--- config.mk ---
export PLATFORM = sky130hd
export DESIGN_NAME = smi_virtualization_gate
export DESIGN_NICKNAME = d
export VERILOG_FILES = /design/src/core/mgmt_gate_pkg.sv /design/src/core/mgmt_pending_flag.sv /design/src/core/smi_virtualization_gate.sv
export SDC_FILE = /design/constraint.sdc
export NUM_CORES = 1
export LEC_CHECK = 0
export BUFFER_PORTS_ARGS = -buffer_cell sky130_fd_sc_hd__buf_2
export CORE_MARGIN = 8
export CORE_UTILIZATION = 25
export CTS_BUF_LIST = sky130_fd_sc_hd__clkbuf_4 sky130_fd_sc_hd__clkbuf_8
export CTS_CLUSTER_SIZE = 25
export DETAILED_ROUTE_END_ITERATION = 8
export MAX_ROUTING_LAYER = met4
export PLACE_DENSITY = 0.54
export SLEW_MARGIN = 0
export SYNTH_ARGS = -nofsm -noshare
export SYNTH_HDL_FRONTEND = slang
export SYNTH_HIERARCHICAL = 1
export SYNTH_SLANG_ARGS = --single-unit
--- constraint.sdc ---
create_clock -name CLK -period 2.7 [get_ports CLK]
set_input_delay 0.405 -clock CLK [delete_from_list [all_inputs] [get_ports CLK]]
set_output_delay 0.405 -clock CLK [all_outputs]
set_load 0.01 [all_outputs]
--- src/core/mgmt_gate_pkg.sv ---
// package for the management-interrupt virtualization gate
// assumes a single core clock domain; no register bus
package mgmt_gate_pkg;

    // request source classes
    typedef enum logic [1:0] {
        SRC_NONE,
        SRC_INT_SYNC,
        SRC_EXT_SYNC,
        SRC_EXT_ASYNC
    } mgmt_source_t;

    // decision taken on a request
    typedef enum logic [1:0] {
        ACT_NONE,
        ACT_DROP,
        ACT_EXIT,
        ACT_TAKE
    } mgmt_action_t;

    // guest exit code for a management interrupt
    localparam logic [7:0] EXIT_CODE_MGMT = 8'h62;
    localparam logic [7:0] EXIT_CODE_RST = 8'h00;

    // request carrier from the outside world
    typedef struct packed {
        logic valid;
        logic external;
        logic io_sync;
    } mgmt_req_t;

    // management control register value reset
    localparam logic [31:0] CTL_RST = 32'h0000_0000;

endpackage

--- src/core/mgmt_pending_flag.sv ---
// sticky pending flag for a held external request
// assumes synchronous inputs on the core clock
`timescale 1ns/1ps
module mgmt_pending_flag (
    input wire logic clk,
    input wire logic rst,
    input wire logic set_in,
    input wire logic sync_in,
    input wire logic clr_in,
    output logic pend,
    output logic pend_sync
);
    // set wins over clear
    always_ff @(posedge clk or posedge rst) begin
        if (rst) begin
            pend <= 1'b0;
            pend_sync <= 1'b0;
        end else if (set_in) begin
            pend <= 1'b1;
            pend_sync <= sync_in | (pend & ~clr_in & pend_sync);
        end else if (clr_in) begin
            pend <= 1'b0;
            pend_sync <= 1'b0;
        end
    end
endmodule

--- src/core/smi_virtualization_gate.sv ---
// management-interrupt gate for a virtualizing core
// assumes the core sequencer drives the instruction strobes, one per cycle
//
// Operation
// classify requests: internal, external sync, external async
// flag clear: drop internal, hold external pending
// intercepted internal: exit, nothing pending
// intercepted external: exit, request stays pending
// not intercepted: take internal and external normally
// intercepted exit precedes management mode entry
// unintercepted in guest: enter from guest context
// resume returns to guest, loads save changes
// set-flag instruction takes held external immediately
// hypervisor avoids set-flag with port-sync pending
// full intercepts imply exits are external async
// remap private memory on entry, unmap leaving
// lock bit shows firmware locked control registers
// locked control write raises protection fault
// one pending flag, cleared only when taken
`timescale 1ns/1ps
module smi_virtualization_gate
    import mgmt_gate_pkg::*;
(
    input wire logic CLK,
    input wire logic SYS_RST,
    input wire mgmt_req_t MGMT_INTERRUPT_REQUEST,
    input wire logic GLOBAL_INTERRUPT_FLAG,
    input wire logic INTERCEPT_MGMT,
    input wire logic IN_GUEST,
    input wire logic SET_GLOBAL_FLAG_INSTR,
    input wire logic RESUME_FROM_MGMT_INSTR,
    input wire logic MGMT_REGISTER_LOCK,
    input wire logic CTL_WRITE,
    input wire logic [31:0] CTL_WDATA,
    output logic GUEST_EXIT,
    output logic [7:0] GUEST_EXIT_CODE,
    output logic MGMT_ENTER,
    output logic MGMT_ACTIVE,
    output logic MGMT_FROM_GUEST,
    output logic RESUME_TO_GUEST,
    output logic LOAD_GUEST_STATE,
    output logic MGMT_PRIVATE_MEMORY_MAPPED,
    output logic MGMT_LOCKED,
    output logic GENERAL_PROTECTION_FAULT,
    output logic [31:0] MGMT_CONTROL_REGISTER,
    output logic PENDING,
    output logic PENDING_IO_SYNC,
    output mgmt_source_t LAST_SOURCE,
    output mgmt_action_t LAST_ACTION
);
    mgmt_source_t src;
    mgmt_action_t act_nxt;
    logic take_pend;
    logic set_pend;
    logic take_now;
    logic guest_ctx_r;

    // classify incoming request
    always_comb begin
        if (!MGMT_INTERRUPT_REQUEST.valid) begin
            src = SRC_NONE;
        end else if (!MGMT_INTERRUPT_REQUEST.external) begin
            src = SRC_INT_SYNC;
        end else if (MGMT_INTERRUPT_REQUEST.io_sync) begin
            src = SRC_EXT_SYNC;
        end else begin
            src = SRC_EXT_ASYNC;
        end
    end

    // decide the response from flag and intercept
    always_comb begin
        act_nxt = ACT_NONE;
        set_pend = 1'b0;
        case (src)
            SRC_NONE: act_nxt = ACT_NONE;
            SRC_INT_SYNC: begin
                if (!GLOBAL_INTERRUPT_FLAG) begin
                    act_nxt = ACT_DROP;
                end else if (INTERCEPT_MGMT) begin
                    act_nxt = ACT_EXIT;
                end else begin
                    act_nxt = ACT_TAKE;
                end
            end
            default: begin
                if (!GLOBAL_INTERRUPT_FLAG) begin
                    act_nxt = ACT_NONE;
                    set_pend = 1'b1;
                end else if (INTERCEPT_MGMT) begin
                    act_nxt = ACT_EXIT;
                    set_pend = 1'b1;
                end else begin
                    act_nxt = ACT_TAKE;
                end
            end
        endcase
    end

    // held request released by set-flag instruction while not in management mode
    assign take_pend = PENDING & SET_GLOBAL_FLAG_INSTR & ~MGMT_ACTIVE;
    assign take_now = (act_nxt == ACT_TAKE) & ~MGMT_ACTIVE;

    mgmt_pending_flag u_pend (
        .clk(CLK),
        .rst(SYS_RST),
        .set_in(set_pend),
        .sync_in(MGMT_INTERRUPT_REQUEST.io_sync),
        .clr_in(take_pend),
        .pend(PENDING),
        .pend_sync(PENDING_IO_SYNC)
    );

    // guest exit pulse; management entry in the same step comes only from a held request released by the set-flag instruction
    always_ff @(posedge CLK or posedge SYS_RST) begin
        if (SYS_RST) begin
            GUEST_EXIT <= 1'b0;
            GUEST_EXIT_CODE <= EXIT_CODE_RST;
        end else begin
            GUEST_EXIT <= (act_nxt == ACT_EXIT) & ~MGMT_ACTIVE;
            if ((act_nxt == ACT_EXIT) && !MGMT_ACTIVE) begin
                GUEST_EXIT_CODE <= EXIT_CODE_MGMT;
            end
        end
    end

    // management mode entry, residence and resume
    always_ff @(posedge CLK or posedge SYS_RST) begin
        if (SYS_RST) begin
            MGMT_ENTER <= 1'b0;
            MGMT_ACTIVE <= 1'b0;
            guest_ctx_r <= 1'b0;
            RESUME_TO_GUEST <= 1'b0;
            LOAD_GUEST_STATE <= 1'b0;
        end else begin
            MGMT_ENTER <= (take_now & (act_nxt != ACT_EXIT)) | take_pend;
            RESUME_TO_GUEST <= 1'b0;
            LOAD_GUEST_STATE <= 1'b0;
            if (take_now || take_pend) begin
                MGMT_ACTIVE <= 1'b1;
                guest_ctx_r <= IN_GUEST;
            end else if (MGMT_ACTIVE && RESUME_FROM_MGMT_INSTR) begin
                MGMT_ACTIVE <= 1'b0;
                RESUME_TO_GUEST <= guest_ctx_r;
                LOAD_GUEST_STATE <= guest_ctx_r;
                guest_ctx_r <= 1'b0;
            end
        end
    end

    assign MGMT_FROM_GUEST = guest_ctx_r;

    // private memory mapped only while in management mode
    always_ff @(posedge CLK or posedge SYS_RST) begin
        if (SYS_RST) begin
            MGMT_PRIVATE_MEMORY_MAPPED <= 1'b0;
        end else if (take_now || take_pend) begin
            MGMT_PRIVATE_MEMORY_MAPPED <= 1'b1;
        end else if (MGMT_ACTIVE && RESUME_FROM_MGMT_INSTR) begin
            MGMT_PRIVATE_MEMORY_MAPPED <= 1'b0;
        end
    end

    // lock status and guarded control register
    assign MGMT_LOCKED = MGMT_REGISTER_LOCK;

    always_ff @(posedge CLK or posedge SYS_RST) begin
        if (SYS_RST) begin
            MGMT_CONTROL_REGISTER <= CTL_RST;
            GENERAL_PROTECTION_FAULT <= 1'b0;
        end else begin
            GENERAL_PROTECTION_FAULT <= CTL_WRITE & MGMT_REGISTER_LOCK;
            if (CTL_WRITE && !MGMT_REGISTER_LOCK) begin
                MGMT_CONTROL_REGISTER <= CTL_WDATA;
            end
        end
    end

    // record of the last classified request and its decision
    always_ff @(posedge CLK or posedge SYS_RST) begin
        if (SYS_RST) begin
            LAST_SOURCE <= SRC_NONE;
            LAST_ACTION <= ACT_NONE;
        end else if (src != SRC_NONE) begin
            LAST_SOURCE <= src;
            LAST_ACTION <= act_nxt;
        end
    end
endmodule

==> impl_metrics.toml <==
[sta]
worstMarginPinSlew_ps = 887
maxSlewHeadroom_pct = 40.9
tns_ps = 0
period_minus_slack_ps = 1420
rsz0062_at_grt = "no"
fmax_mhz = 704
layout_setup_ws_ps = 1280
slew_violations = 0
period_share_pct = 52.6
setup_viol = 0
finalHoldViolCount = 0
clock_skew_ps = 0.992

[setup_path]
cp_data_arrival_time_ps = 1720
startpoint_type = "input port"
cp_max_fo = 43
crit_required_ps = 3000
critPathKind = "input port to async pin"
worstRegToRegCells = 2
r2r_start = "MGMT_PRIVATE_MEMORY_MAPPED$_DFFE_PP0P_"
cp-startpoint = "SYS_RST"
rrSetupSlack_ps = 1610
cp-end-kind = "async pin"

[layout]
syn_to_final_growth_pct = 34.8
final_layout_size_suffix_gt1_share_pct = 61.9
nNetsFinal = 261
n_fill_cell = 760
multi_input_area_um2 = 546
num_antenna_cells = 0
regArea_um2 = 1130

[floorplan]
placementRows = 31
fp.dieW_um = 101
start_util_pct = 25.3
dieArea_um2 = 10200
die_y_um = 101
core_area_um2 = 7140
io_pins = 99

[cts]
insertion_delay_ps = 290
cts_sinks = 45
htree_levels = 2
numCtsBuffers = 5
root_buffer = "clkbuf_8"
cts_buffer_depth = 2
cts_resized = 0
cts_tree = "done"
clkSlewWorstSetupHoldPaths_ps = 90

[yosys]
synth_top_area_share_pct = 62.3
ys_warn_count = 6
syn_inst = 125
yosysMostFrequentCell = "dfrtp_1"
ys.flop_type = "dfrtp_1"
syn_avg_cell_area_um2 = 14.5
ys_seq_area_share_pct = 62.3
synth_top_cells_by_count = "dfrtp_1 (45), mux2_2 (27), buf_4 (11)"
synth_top_area_cell = "dfrtp_1"
ys_ff_latch = 45
netlist_area_um2 = 1810
async_flop_share_pct = 100
synth.area.top_cells = "dfrtp_1 (62%), mux2_2 (17%), buf_4 (4.6%)"
synth_edf_count = 0
synth_cell_types = 25

[route]
drt_first_pass_iters = 3
avgViaCountPerCell = 3.85
detail-route-antenna-nets = 0
wl_per_cell_um = 12.7
drt_iter0_markers = 27
drt_wl_total_mm = 4.03
vias = 1222
drc = 0

[grt]
grt_max_degree = 44
grt_use_total_pct = 8.17
grt_antenna_before_repair = 0
overflow = 0
grt_pass1_vias = 1351
grt_pass1_wl_mm = 6.44

[outcome]
status = "completed"

[placed_design]
hpwl_mm = 3.18
pre_cts_ws_ps = 936
gp_congestion = 0.634
port_buffers = 93

[pwr]
power_density_nw_per_um2 = 731
worst_ir_drop_vdd_mv = 0.271
finalPower_mw = 1.78
power_leakage_nw = 1.23

[worst_hold_path]
whs_path_depth = 2
hold_class = "input port to flip-flop"
hp-start = "RESUME_FROM_MGMT_INSTR"

[job]
cap_violations = 0
[per-layer routing]
metal  global-route usage (%)  wire (um)
met5                        -          0
met4                     2.75         36
met3                     3.45        353
met2                     13.0       1930
met1                     8.99       1700
[where the power goes]
part	leakage (nW)	internal, mW	switching (mW)
clock	0.0619	0.312	0.220
sequential	0.533	0.786	0.0631
combinational	0.633	0.206	0.194
[sequential cells by signal, summed over array words and instances, names as in the netlist]
register,count
GENERAL_PROTECTION_FAULT,1
GUEST_EXIT,1
GUEST_EXIT_CODE,1
LAST_ACTION,2
LAST_SOURCE,2
LOAD_GUEST_STATE,1
MGMT_CONTROL_REGISTER,32
MGMT_ENTER,1
MGMT_FROM_GUEST,1
MGMT_PRIVATE_MEMORY_MAPPED,1
u_pend/pend,1
u_pend/pend_sync,1
[critical path: stages]
cell and delay [ps]:
dlygate4sd3_1 530, buf_2 130, inv_2 620
[through the flow]
step / cell area [um^2] / std cells / util [%] / hold slack, ps
detailed placement: 2310 / 308 / 32.3 / 273
global placement: 2310 / 308 / 32.3 / 274
global route: 2440 / 317 / 34.1 / 289
CTS: 2440 / 317 / 34.1 / 296
floorplan: 1820 / 129 / - / 146
finish: 2440 / 317 / 34.1 / 305
[layout make-up]
class | count | share of cell area [%]
Multi-Input combinational cell | 61 | 22.4
Timing Repair Buffer | 96 | 20.1
Clock buffer | 7 | 3.70
Sequential cell | 45 | 46.2
Clock inverter | 1 | 1.23
Tap cell | 99 | 5.08
Inverter | 8 | 1.23
[final timing paths]
path | to
min in group asynchronous | u_pend/pend$_DFFE_PP0P_
worst max-delay path | MGMT_CONTROL_REGISTER[26]$_DFFE_PP0P_
worst min-delay path | MGMT_PRIVATE_MEMORY_MAPPED$_DFFE_PP0P_
worst min register to register | MGMT_CONTROL_REGISTER[25]$_DFFE_PP0P_
worst max register to register | MGMT_FROM_GUEST$_DFFE_PP0P_
max in group CLK | MGMT_CONTROL_REGISTER[1]$_DFFE_PP0P_
[kinds of logic after synthesis]
family,after synthesis,share of synthesized area [%]
other cells,1,0.208
compound gates,9,3.32
simple gates,12,3.46
buf+inv,23,8.73
mux,35,22.0
flops,45,62.3
[what timing repair did]
action / in CTS / in global routing
hold buffers: 1 / 0
hold endpoints to repair: 2 / 0
setup buffers: 0 / 0
[placed cells by master (no fill, tap or decap)]
master         count
a21boi_0           1
a21o_1             1
a21o_2             1
a21oi_1            1
a31oi_1            1
a32o_1             1
and2_1             1
and3_1             1
buf_2             93
buf_4              2
bufinv_16          1
clkbuf_4           1
clkbuf_8           6
conb_1             5
dfrtp_1           45
dlygate4sd3_1      1
inv_1              7
inv_2              1
mux2_1             6
mux2_2            27
mux2_4             1
mux2i_1            1
nand2_1            3
nand2b_1           1
nand3b_1           1
nor2_1             2
nor2b_4            1
nor3_1             1
o21ai_0            3
or2_2              1
Power figures use the tool's default switching activity.
